===== src/logic/smp_pkg.sv =====
// Shared constants and types of the serial master port
package smp_pkg;

  localparam int unsigned SMP_DATA_W = 8;
  localparam int unsigned SMP_FIFO_DEPTH = 16;

  // Serial clock edges per byte: eight pulses of two edges each
  localparam logic [3:0] SMP_EDGE_LAST = 4'hF;
  // Sample edges per byte, counted from zero
  localparam logic [2:0] SMP_SAMPLE_LAST = 3'h7;
  localparam logic [2:0] SMP_SAMPLE_FIRST = 3'h0;
  localparam logic [3:0] SMP_EDGE_FIRST = 4'h0;

  // Master serial clock divisors of the reference clock, one per rate setting
  // Fastest rate keeps three cycles per half period so MISO clears its two-flop sync
  localparam int unsigned SMP_SCK_DIV_0 = 6;
  localparam int unsigned SMP_SCK_DIV_1 = 8;
  localparam int unsigned SMP_SCK_DIV_2 = 16;
  localparam int unsigned SMP_SCK_DIV_3 = 32;
  localparam logic [4:0] SMP_HALF_0 = 5'(SMP_SCK_DIV_0 / 2);
  localparam logic [4:0] SMP_HALF_1 = 5'(SMP_SCK_DIV_1 / 2);
  localparam logic [4:0] SMP_HALF_2 = 5'(SMP_SCK_DIV_2 / 2);
  localparam logic [4:0] SMP_HALF_3 = 5'(SMP_SCK_DIV_3 / 2);
  localparam logic [4:0] SMP_DIV_ONE = 5'h01;
  localparam logic [4:0] SMP_DIV_ZERO = 5'h00;

  localparam logic [7:0] SMP_DATA_RESET = 8'h00;

  typedef struct packed {
    logic port_irq_enable;
    logic port_enable_bit;
    logic master_select_bit;
    logic clock_idle_level;
    logic clock_sample_phase;
    logic rate_select_hi;
    logic rate_select_lo;
  } smp_ctrl_s;

  typedef struct packed {
    logic xfer_done_flag;
    logic write_collision_flag;
    logic mode_fault_flag;
  } smp_status_s;

  typedef struct packed {
    logic sck;
    logic mosi;
    logic miso;
    logic ss_n;
  } smp_pins_s;

  localparam smp_ctrl_s SMP_CTRL_RESET = '0;
  localparam smp_status_s SMP_STATUS_RESET = '0;
  localparam smp_pins_s SMP_PINS_RESET = '{sck: 1'b0, mosi: 1'b0, miso: 1'b0, ss_n: 1'b1};

  typedef enum logic [1:0] {
    SMP_IDLE,
    SMP_MASTER,
    SMP_SLAVE
  } smp_state_e;

  function automatic logic [4:0] smp_half_count(input logic [1:0] sel);
    logic [4:0] half;
    half = SMP_HALF_0;
    case (sel)
      2'h1: half = SMP_HALF_1;
      2'h2: half = SMP_HALF_2;
      2'h3: half = SMP_HALF_3;
      default: half = SMP_HALF_0;
    endcase
    return half;
  endfunction : smp_half_count

endpackage : smp_pkg


===== src/logic/smp_master_port.sv =====
// Byte-wide synchronous serial port, master and slave, with receive FIFO
// Overview of operation
// - Four pins: master-out data, master-in data, serial clock, active-low select.
// - Each byte travels most significant bit first in both directions.
// - Full duplex exchange, both directions timed by the master's serial clock.
// - Received byte replaces the sent byte in one register; one done flag.
// - Polarity and phase bits pick one of four timings; both ends match.
// - As slave, serial clock up to one eighth of the CPU clock.
// - Master offers four serial clock rates from two rate-select bits.
// - Master generates the serial clock and drives it out.
// - As master, enable and master bits stay set only while select input is high.
// - As master, MOSI is data output and MISO is data input.
// - Master transfer starts when software writes the data register while the receive FIFO is not full.
// - Data write loads the shift register in parallel, then shifts out.
// - Hardware sets the transfer-done flag at the end of each byte.
// - Interrupt only if port interrupt enabled and global mask clear.
// - At completion the received byte is pushed into the receive FIFO, whose head is the receive buffer.
// - Data register read returns the receive buffer, not the shifter.
// - Done flag clears after status access while set, then data read.
// - While done flag set, data writes ignored until status is read.
// - A byte is exactly eight clock pulses, shifting out and in together.
// - Write during a transfer is dropped, sets collision flag, no interrupt.
// - Master select low sets mode fault, clears enable and master bits.
`timescale 1ns/1ps
module smp_master_port (
  input wire logic i_ref_clk,
  input wire logic i_nrst,
  input wire logic i_dr_wr,
  input wire logic [7:0] i_dr_wdata,
  input wire logic i_dr_rd,
  input wire logic i_sr_access,
  input wire logic i_cr_wr,
  input wire smp_pkg::smp_ctrl_s i_cr_wdata,
  input wire logic i_global_irq_mask,
  output logic [7:0] o_rx_data,
  output smp_pkg::smp_ctrl_s o_ctrl,
  output smp_pkg::smp_status_s o_status,
  output logic o_irq,
  output logic o_busy,
  input wire logic i_sck,
  output logic o_sck,
  output logic o_sck_oe,
  input wire logic i_mosi,
  output logic o_mosi,
  output logic o_mosi_oe,
  input wire logic i_miso,
  output logic o_miso,
  output logic o_miso_oe,
  input wire logic i_ss_n
);
  import smp_pkg::*;

  logic rst_meta_q;
  logic rst_q;
  smp_pins_s pins_s1_q;
  smp_pins_s pins_q;
  logic sck_prev_q;
  smp_state_e state_q;
  smp_state_e state_d;
  smp_ctrl_s ctrl_q;
  smp_ctrl_s ctrl_d;
  logic [7:0] sr_q;
  logic [7:0] sr_d;
  logic out_q;
  logic [3:0] edge_cnt_q;
  logic [2:0] samp_cnt_q;
  logic sck_q;
  logic sck_d;
  logic done_q;
  logic write_collision_flag_q;
  logic mode_fault_flag_q;
  logic armed_q;
  logic mf_armed_q;
  logic irq_q;
  logic busy_q;
  logic sck_oe_q;
  logic mosi_oe_q;
  logic miso_oe_q;
  logic [7:0] rx_q;
  logic m_tick;
  logic f_in_ready;
  logic f_out_valid;
  logic [7:0] f_out_data;

  // Reset release through two flops
  always_ff @(posedge i_ref_clk or negedge i_nrst) begin
    if (!i_nrst) begin
      rst_meta_q <= 1'b0;
      rst_q <= 1'b0;
    end else begin
      rst_meta_q <= 1'b1;
      rst_q <= rst_meta_q;
    end
  end

  // Pin synchronisers; only the second stage is looked at
  always_ff @(posedge i_ref_clk or negedge rst_q) begin
    if (!rst_q) begin
      pins_s1_q <= SMP_PINS_RESET;
      pins_q <= SMP_PINS_RESET;
      sck_prev_q <= 1'b0;
    end else begin
      pins_s1_q <= '{sck: i_sck, mosi: i_mosi, miso: i_miso, ss_n: i_ss_n};
      pins_q <= pins_s1_q;
      sck_prev_q <= pins_q.sck;
    end
  end

  wire master_on = ctrl_q.port_enable_bit && ctrl_q.master_select_bit;
  wire slave_on = ctrl_q.port_enable_bit && !ctrl_q.master_select_bit;
  wire ss_low = !pins_q.ss_n;
  wire in_master = (state_q == SMP_MASTER);
  wire in_slave = (state_q == SMP_SLAVE);
  wire in_idle = (state_q == SMP_IDLE);

  // Select pulled low on an enabled master is a fault; partner must keep it high
  wire fault = master_on && ss_low;

  // Slave sees edges of the sampled clock; MISO moves three reference cycles after an edge, so eight per period suffice
  wire s_edge = in_slave && (pins_q.sck != sck_prev_q);
  wire s_lead = pins_q.sck != ctrl_q.clock_idle_level;
  wire is_lead = in_master ? (edge_cnt_q[0] == 1'b0) : s_lead;
  wire any_edge = (in_master && m_tick) || s_edge;
  wire samp_on_lead = !ctrl_q.clock_sample_phase;
  wire sample_ev = any_edge && (is_lead == samp_on_lead);
  wire shift_ev = any_edge && (is_lead != samp_on_lead);
  wire data_in = in_master ? pins_q.miso : pins_q.mosi;

  wire master_done = in_master && m_tick && (edge_cnt_q == SMP_EDGE_LAST);
  wire slave_done = sample_ev && in_slave && (samp_cnt_q == SMP_SAMPLE_LAST);
  wire done_ev = (master_done && !fault) || slave_done;

  // Writes are held off while done is set and status not yet read
  wire wr_blocked = done_q && !armed_q;
  wire wr_busy = !in_idle || (slave_on && ss_low);
  wire collision = i_dr_wr && !wr_blocked && wr_busy;
  wire wr_take = i_dr_wr && !wr_blocked && !wr_busy && ctrl_q.port_enable_bit;
  wire start_master = wr_take && master_on && f_in_ready && !fault;
  wire load = wr_take && (slave_on || start_master);
  wire enter_slave = in_idle && slave_on && ss_low;

  // Serial clock tick source
  smp_rate_div u_rate_div (
    .i_clk(i_ref_clk),
    .i_rst_n(rst_q),
    .i_run(in_master),
    .i_rate_sel({ctrl_q.rate_select_hi, ctrl_q.rate_select_lo}),
    .o_tick(m_tick)
  );

  // Received bytes queue here; the head is the receive buffer
  smp_fifo #(
    .WIDTH(SMP_DATA_W),
    .DEPTH(SMP_FIFO_DEPTH)
  ) u_rx_fifo (
    .i_clk(i_ref_clk),
    .i_rst_n(rst_q),
    .i_in_valid(done_ev),
    .o_in_ready(f_in_ready),
    .i_in_data(sr_d),
    .o_out_valid(f_out_valid),
    .i_out_ready(i_dr_rd),
    .o_out_data(f_out_data)
  );

  // Shift register: parallel load, shift in on sample edges, MSB first
  always_comb begin
    sr_d = sr_q;
    if (load) begin
      sr_d = i_dr_wdata;
    end else if (sample_ev) begin
      sr_d = {sr_q[6:0], data_in};
    end
  end

  always_comb begin
    state_d = state_q;
    case (state_q)
      SMP_IDLE: begin
        if (start_master) begin
          state_d = SMP_MASTER;
        end else if (enter_slave) begin
          state_d = SMP_SLAVE;
        end
      end
      SMP_MASTER: begin
        if (fault || master_done || !master_on) begin
          state_d = SMP_IDLE;
        end
      end
      SMP_SLAVE: begin
        if (slave_done || !ss_low || !slave_on) begin
          state_d = SMP_IDLE;
        end
      end
      default: state_d = SMP_IDLE;
    endcase
  end

  // Serial clock: toggles on ticks while shifting, idle level otherwise
  always_comb begin
    sck_d = ctrl_q.clock_idle_level;
    if (in_master && state_d == SMP_MASTER) begin
      sck_d = m_tick ? !sck_q : sck_q;
    end
  end

  // Control: fault clears enable and master; a pending fault blocks setting them
  always_comb begin
    ctrl_d = ctrl_q;
    if (i_cr_wr) begin
      ctrl_d = i_cr_wdata;
      if (mode_fault_flag_q && !mf_armed_q) begin
        ctrl_d.port_enable_bit = 1'b0;
        ctrl_d.master_select_bit = 1'b0;
      end
    end
    if (fault) begin
      ctrl_d.port_enable_bit = 1'b0;
      ctrl_d.master_select_bit = 1'b0;
    end
  end

  always_ff @(posedge i_ref_clk or negedge rst_q) begin
    if (!rst_q) begin
      state_q <= SMP_IDLE;
      ctrl_q <= SMP_CTRL_RESET;
      sr_q <= SMP_DATA_RESET;
      out_q <= 1'b0;
      sck_q <= 1'b0;
    end else begin
      state_q <= state_d;
      ctrl_q <= ctrl_d;
      sr_q <= sr_d;
      sck_q <= sck_d;
      if (load) begin
        out_q <= i_dr_wdata[7];
      end else if (shift_ev) begin
        out_q <= sr_q[7];
      end
    end
  end

  always_ff @(posedge i_ref_clk or negedge rst_q) begin
    if (!rst_q) begin
      edge_cnt_q <= SMP_EDGE_FIRST;
      samp_cnt_q <= SMP_SAMPLE_FIRST;
    end else if (in_idle) begin
      edge_cnt_q <= SMP_EDGE_FIRST;
      samp_cnt_q <= SMP_SAMPLE_FIRST;
    end else begin
      if (in_master && m_tick) begin
        edge_cnt_q <= edge_cnt_q + 1'b1;
      end
      if (sample_ev) begin
        samp_cnt_q <= samp_cnt_q + 1'b1;
      end
    end
  end

  // Flags: hardware set wins over the software clear sequence
  always_ff @(posedge i_ref_clk or negedge rst_q) begin
    if (!rst_q) begin
      done_q <= 1'b0;
      write_collision_flag_q <= 1'b0;
      mode_fault_flag_q <= 1'b0;
      armed_q <= 1'b0;
      mf_armed_q <= 1'b0;
    end else begin
      done_q <= done_ev || (done_q && !(armed_q && i_dr_rd));
      write_collision_flag_q <= collision || (write_collision_flag_q && !(armed_q && i_dr_rd));
      armed_q <= (i_sr_access && (done_q || write_collision_flag_q)) || (armed_q && !i_dr_rd);
      mode_fault_flag_q <= fault || (mode_fault_flag_q && !(mf_armed_q && i_cr_wr));
      mf_armed_q <= (i_sr_access && mode_fault_flag_q) || (mf_armed_q && !i_cr_wr);
    end
  end

  always_ff @(posedge i_ref_clk or negedge rst_q) begin
    if (!rst_q) begin
      irq_q <= 1'b0;
      busy_q <= 1'b0;
      sck_oe_q <= 1'b0;
      mosi_oe_q <= 1'b0;
      miso_oe_q <= 1'b0;
      rx_q <= SMP_DATA_RESET;
    end else begin
      irq_q <= ctrl_q.port_irq_enable && !i_global_irq_mask && (done_q || mode_fault_flag_q);
      busy_q <= !in_idle;
      sck_oe_q <= master_on;
      mosi_oe_q <= master_on;
      miso_oe_q <= slave_on && ss_low;
      if (f_out_valid) begin
        rx_q <= f_out_data;
      end
    end
  end

  assign o_rx_data = rx_q;
  assign o_ctrl = ctrl_q;
  assign o_status = '{xfer_done_flag: done_q, write_collision_flag: write_collision_flag_q,
                      mode_fault_flag: mode_fault_flag_q};
  assign o_irq = irq_q;
  assign o_busy = busy_q;
  assign o_sck = sck_q;
  assign o_sck_oe = sck_oe_q;
  assign o_mosi = out_q;
  assign o_mosi_oe = mosi_oe_q;
  assign o_miso = out_q;
  assign o_miso_oe = miso_oe_q;

  // Helper: serial clock toggles seen during the current master byte
  logic [4:0] tog_cnt_q;
  always_ff @(posedge i_ref_clk or negedge rst_q) begin
    if (!rst_q) begin
      tog_cnt_q <= SMP_DIV_ZERO;
    end else if (start_master) begin
      tog_cnt_q <= SMP_DIV_ZERO;
    end else if (in_master && (sck_d != sck_q)) begin
      tog_cnt_q <= tog_cnt_q + SMP_DIV_ONE;
    end
  end

  a_master_pulse_count: assert property (@(posedge i_ref_clk) disable iff (!rst_q)
    (master_done && !fault) |-> (tog_cnt_q == 5'h0F) && (sck_d == ctrl_q.clock_idle_level))
    else $error("master byte did not end after sixteen clock edges");

  a_sck_idle_hold: assert property (@(posedge i_ref_clk) disable iff (!rst_q)
    (in_idle && !start_master) [*2] |-> (o_sck == $past(ctrl_q.clock_idle_level)))
    else $error("serial clock moved while idle");

  a_start_loads: assert property (@(posedge i_ref_clk) disable iff (!rst_q)
    start_master |=> in_master && (sr_q == $past(i_dr_wdata)) && (o_mosi == $past(i_dr_wdata[7])))
    else $error("data write did not start and load a master byte");

  a_done_sets: assert property (@(posedge i_ref_clk) disable iff (!rst_q)
    done_ev |=> done_q ##1 (done_q || $past(armed_q && i_dr_rd)))
    else $error("transfer done flag not set at byte end");

  a_clear_needs_arm: assert property (@(posedge i_ref_clk) disable iff (!rst_q)
    (done_q && !armed_q && !i_sr_access) ##1 (i_dr_rd && !armed_q) |=> done_q)
    else $error("done flag cleared without a status access first");

  a_write_ignored: assert property (@(posedge i_ref_clk) disable iff (!rst_q)
    (done_q && !armed_q && i_dr_wr) |=> $stable(state_q) && !($rose(write_collision_flag_q)))
    else $error("data write accepted while done flag pending");

  a_collision_flag: assert property (@(posedge i_ref_clk) disable iff (!rst_q)
    (in_master && i_dr_wr && !wr_blocked && !fault) |=> write_collision_flag_q && (sr_q == $past(sr_d)))
    else $error("write during a transfer not flagged or disturbed shifting");

  a_fault_clears: assert property (@(posedge i_ref_clk) disable iff (!rst_q)
    fault |=> mode_fault_flag_q && !o_ctrl.port_enable_bit && !o_ctrl.master_select_bit ##1 !o_sck_oe)
    else $error("mode fault did not clear enable and master");

  a_irq_gate: assert property (@(posedge i_ref_clk) disable iff (!rst_q)
    (done_q && ctrl_q.port_irq_enable && !i_global_irq_mask) |=> o_irq)
    else $error("enabled completion interrupt not raised");

endmodule : smp_master_port


===== src/logic/smp_fifo.sv =====
// Receive byte FIFO with valid and ready on both sides
`timescale 1ns/1ps
module smp_fifo #(
  parameter int unsigned WIDTH = 8,
  parameter int unsigned DEPTH = 16
) (
  input wire logic i_clk,
  input wire logic i_rst_n,
  input wire logic i_in_valid,
  output logic o_in_ready,
  input wire logic [WIDTH-1:0] i_in_data,
  output logic o_out_valid,
  input wire logic i_out_ready,
  output logic [WIDTH-1:0] o_out_data
);
  localparam int unsigned PW = $clog2(DEPTH);
  localparam logic [PW:0] FULL_COUNT = (PW+1)'(DEPTH);
  localparam logic [PW-1:0] PTR_LAST = PW'(DEPTH - 1);

  logic [WIDTH-1:0] mem_q [DEPTH];
  logic [PW-1:0] wr_ptr_q;
  logic [PW-1:0] rd_ptr_q;
  logic [PW:0] count_q;

  wire push = i_in_valid && o_in_ready;
  wire pop = o_out_valid && i_out_ready;

  assign o_in_ready = (count_q != FULL_COUNT);
  assign o_out_valid = (count_q != '0);
  assign o_out_data = mem_q[rd_ptr_q];

  always_ff @(posedge i_clk) begin
    if (push) begin
      mem_q[wr_ptr_q] <= i_in_data;
    end
  end

  always_ff @(posedge i_clk or negedge i_rst_n) begin
    if (!i_rst_n) begin
      wr_ptr_q <= '0;
      rd_ptr_q <= '0;
      count_q <= '0;
    end else begin
      if (push) begin
        wr_ptr_q <= (wr_ptr_q == PTR_LAST) ? '0 : wr_ptr_q + 1'b1;
      end
      if (pop) begin
        rd_ptr_q <= (rd_ptr_q == PTR_LAST) ? '0 : rd_ptr_q + 1'b1;
      end
      if (push && !pop) begin
        count_q <= count_q + 1'b1;
      end else if (pop && !push) begin
        count_q <= count_q - 1'b1;
      end
    end
  end
endmodule : smp_fifo


===== src/logic/smp_rate_div.sv =====
// Serial clock half-period tick generator for master operation
`timescale 1ns/1ps
module smp_rate_div (
  input wire logic i_clk,
  input wire logic i_rst_n,
  input wire logic i_run,
  input wire logic [1:0] i_rate_sel,
  output logic o_tick
);
  import smp_pkg::*;

  logic [4:0] cnt_q;
  wire [4:0] half = smp_half_count(i_rate_sel);
  wire at_end = (cnt_q == (half - SMP_DIV_ONE));

  assign o_tick = i_run && at_end;

  always_ff @(posedge i_clk or negedge i_rst_n) begin
    if (!i_rst_n) begin
      cnt_q <= SMP_DIV_ZERO;
    end else if (!i_run || at_end) begin
      cnt_q <= SMP_DIV_ZERO;
    end else begin
      cnt_q <= cnt_q + SMP_DIV_ONE;
    end
  end
endmodule : smp_rate_div


===== config.mk =====
export PLATFORM = sky130hd
export DESIGN_NAME = smp_master_port
export DESIGN_NICKNAME = d
export VERILOG_FILES = /design/src/logic/smp_pkg.sv /design/src/logic/smp_master_port.sv /design/src/logic/smp_fifo.sv /design/src/logic/smp_rate_div.sv
export SDC_FILE = /design/constraint.sdc
export NUM_CORES = 1
export LEC_CHECK = 0
export BUFFER_PORTS_ARGS = -buffer_cell sky130_fd_sc_hd__buf_2
export CAP_MARGIN = 10
export CORE_MARGIN = 5
export CORE_UTILIZATION = 54
export DETAILED_ROUTE_END_ITERATION = 8
export PLACE_DENSITY = 0.87
export SLEW_MARGIN = 20
export SYNTH_ARGS = -nofsm -noshare
export SYNTH_HDL_FRONTEND = slang
export SYNTH_SLANG_ARGS = --single-unit

===== constraint.sdc =====
create_clock -name i_ref_clk -period 2.2 [get_ports i_ref_clk]
set_input_delay 0.11 -clock i_ref_clk [delete_from_list [all_inputs] [get_ports i_ref_clk]]
set_output_delay 0.11 -clock i_ref_clk [all_outputs]
set_load 0.1 [all_outputs]

==> results.json <==
{
  "violations": "negative setup slack",
  "cp_common_cell": "ha_4",
  "ys.flop_type": "edfxtp_1",
  "rr_endpoint": "u_rx_fifo.count_q[4]",
  "hold_start": "i_cr_wr",
  "reg2reg_depth": 13,
  "layout_common_cells": "edfxtp_1 (128), buf_4 (83), dfrtp_1 (60)",
  "synth_edf_count": 128,
  "numCtsBuffers": 17,
  "seqPwrFrac_pct": 46.9,
  "die_y_microns": 135,
  "grt_pass1_vias": 5714,
  "swShare_pct": 30.4,
  "cp-start-kind": "flip-flop",
  "async_reset_ff_share_pct": 36.0,
  "synth_cell_types": 60,
  "dieArea_sq_um": 18300,
  "ys_ff_latch": 200,
  "cts_buffer_depth": 2,
  "finClkSkew_ps": 9.97,
  "path_buf_inv": 2,
  "min_to": "o_ctrl[5]",
  "multi_input_area_sq_um": 2900,
  "critical_path_class": "flip-flop to flip-flop",
  "antenna_found_initial": 0,
  "layout_setup_ws_ps": -655,
  "maxSlewViolCount": 0,
  "finalCriticalPeriod_ps": 2860,
  "drt_iter0_markers": 563,
  "status": "finished, violations left",
  "portBuffers": 51,
  "peakVddDrop_mv": 0.729,
  "fin_crit_sh_pct": 130,
  "p_comb_share_pct": 21.7,
  "fin_util_pct": 71.7,
  "power.density_nw_per_um2": 907,
  "cts_tree": "done",
  "fillers": 863,
  "cts-root-buf": "clkbuf_16",
  "htree_levels": 4,
  "drt.antenna.violating_nets": 0,
  "grt_use_total_pct": 23.5,
  "fmaxAchievable_mhz": 350,
  "reg2reg_from": "o_ctrl[0]",
  "cp-end-kind": "flip-flop",
  "synth_nets": 546,
  "ff_latch_area_sq_um": 5660,
  "critical_path.max_stage_delay_ps": 410,
  "nNetsFinal": 720,
  "p_leak_uw": 0.00426,
  "dp_worst_setup_slack_ps": -697,
  "ff2ff_setup_slack_ps": -660,
  "worst_hold_slack_ps": 16.3,
  "hold_viol": 0,
  "clock_sinks": 200,
  "internal_power_uw": 6940,
  "areaGrowthSynthToFinish_pct": 29.3,
  "yosys_warnings": 0,
  "pwr-share-clk_pct": 31.4,
  "worst_pin_slew_ps": 1190,
  "ios": 52,
  "ys_seq_area_share_pct": 66.5,
  "cts.reportedPaths.clkPinSlew_ps": 70,
  "dr.pass1.iters": 5,
  "drt-total-wl_microns": 22200,
  "grt_pass1_wl_microns": 31900,
  "drive_above_1_share_pct": 42.9,
  "setup_viol": 248,
  "diodes": 0,
  "critPathTopFamily": "compound AO/OA/AOI/OAI gates",
  "globalRouteOverflowTotal": 0,
  "dp.final_hpwl_microns": 12700,
  "grt_max_degree": 41,
  "slew_headroom_pct": 20.6,
  "required_ps": 2560,
  "dpl.cell_count": 827,
  "cp.arrival_ps": 3220,
  "crit_path_max_fanout": 3,
  "final_common_cell": "edfxtp_1",
  "start_util_pct": 55.4,
  "die_width_microns": 135,
  "cp_slowest_cell": "dfrtp_2",
  "crit_chain": "or2_4 -> a2111oi_4 -> o211a_1 -> o21ai_4 -> inv_2 -> ha_4 -> inv_4 -> ha_4 -> nor2b_1 -> o21a_1 -> or3_4 -> a21oi_2 -> xor2_1",
  "viasPerCell": 6.15,
  "syn-cell-area_sq_um": 8490,
  "clock_latency_ps": 450,
  "dr_total_vias": 5562,
  "whs_path_depth": 3,
  "grt_setup_unrepaired": "yes",
  "globalplace.congestion": 0.837,
  "p_sw_uw": 3020,
  "num_rows": 45,
  "wl_per_cell_microns": 24.6,
  "drv_cap": 0,
  "hold_class": "input pin to flip-flop",
  "layout.cells.non_filler": 904,
  "core_sq_um": 15300,
  "drc": 0,
  "postSynthAreaPerCell_sq_um": 16.8,
  "synthCells": 506
}
==> metal layers <==
layer	global-route usage (%)	wire [microns]	vias to the layer above
li1	-	-	2324
met1	27.6	7940	2826
met2	42.0	11800	338
met3	5.42	1640	74
met4	9.35	852	0
met5	0	0	-
==> what timing repair did <==
action / 4_1_cts / 5_1_grt
buffers inserted: 5 / 20
endpoints found under the setup margin: 270 / 271
cloned: 0 / 6
resized for setup: 40 / 34
pin swaps: 10 / 17
hold buffers: 17 / 0
hold endpoints to repair: 18 / 0
==> cell families (layout without fill, tap and decap cells) <==
kind of cell / after synthesis / after routing / synth area share (%)
AND/OR/NAND/NOR: 108 / 108 / 6.91
other: 1 / 1 / 0.0442
adder cells (fa/ha/maj): 14 / 14 / 2.15
XOR/XNOR: 13 / 13 / 1.34
flip-flops: 200 / 200 / 66.5
buffers and inverters: 41 / 227 / 2.99
multiplexers: 56 / 56 / 13.7
AO/OA/AOI/OAI: 73 / 74 / 6.37
==> Yosys cell counts (all sizes together), types with 4 or more instances <==
library cell  instances  share of area [%]
mux2                 15                2.3
buf                  17                1.8
nand2                39                1.7
o21a                  4               0.35
inv                  14               0.62
nor4b                 8               0.83
nor2                 13               0.57
dfrtp                70                 21
nor3b                 4               0.35
mux4                 40                 11
o211ai               21                1.9
o21ai                19                1.3
nand2b                6               0.44
clkbuf               10               0.53
a21oi                 7               0.41
nand3                11               0.65
ha                   13                1.9
xor2                  8               0.83
edfxtp              128                 45
xnor2                 5               0.52
and4                  8               0.83
==> how the worst max path moves through the flow <==
stage | start | slack [ps] | end | depth (start not counted)
global route | o_ctrl[0] | -770 | u_rx_fifo.count_q[4] | 13
detailed placement | o_ctrl[0] | -700 | u_rx_fifo.count_q[4] | 13
global placement | o_ctrl[0] | -590 | u_rx_fifo.count_q[4] | 13
floorplan | o_ctrl[0] | -1120 | u_rx_fifo.count_q[4] | 14
CTS | o_ctrl[0] | -640 | u_rx_fifo.count_q[4] | 13
finish | o_ctrl[0] | -660 | u_rx_fifo.count_q[4] | 13
==> power groups by stage <==
| stage | clock [uW] | sequential [uW] | combinational, uW |
|---|---|---|---|
| 2_1_floorplan | 0 | 5030 | 706 |
| 3_3_place_gp | 0 | 4710 | 1660 |
| 3_5_place_dp | 0 | 4730 | 1770 |
| 4_1_cts | 3130 | 4650 | 1800 |
| 5_1_grt | 3310 | 4690 | 2260 |
| 6_report | 3130 | 4670 | 2160 |
==> registers in the layout (all words and copies together) (netlist names), 3 cells and up <==
| name | cells |
|---|---|
| samp_cnt_q | 3 |
| pins_q | 4 |
| u_rx_fifo.count_q | 5 |
| sr_q | 8 |
| edge_cnt_q | 4 |
| u_rx_fifo.mem_q | 128 |
| u_rx_fifo.wr_ptr_q | 4 |
| u_rate_div.cnt_q | 5 |
| o_ctrl | 7 |
| u_rx_fifo.rd_ptr_q | 4 |
| o_rx_data | 8 |
| pins_s1_q | 4 |
==> layout make-up <==
| type | instances | area share (%) |
|---|---|---|
| Multi-Input combinational cell | 266 | 26.4 |
| Tap cell | 211 | 2.40 |
| Timing Repair Buffer | 181 | 13.8 |
| Clock inverter | 12 | 1.20 |
| Clock buffer | 20 | 4.16 |
| Sequential cell | 200 | 51.5 |
| Inverter | 14 | 0.501 |
==> through the flow <==
step                      setup TNS [ps]  instance area [sq um]  power (uW)
after floorplan                  -134300                   8560        5740
after global placement            -25480                   9690        6370
after detailed placement          -53240                   9690        6500
after CTS                         -27420                  10700        9580
after global routing              -45220                  11000       10200
final                             -27390                  11000        9960
==> worst reg2reg max path, cell delays in order, from the launching register on <==
cell and delay [ps]:
dfrtp_2 410, or2_4 260, a2111oi_4 340, o211a_1 280
o21ai_4 90, inv_2 80, ha_4 150, inv_4 50
ha_4 200, nor2b_1 130, o21a_1 180, or3_4 330
a21oi_2 140, xor2_1 140
No activity file was read; power rests on OpenSTA's default activity.
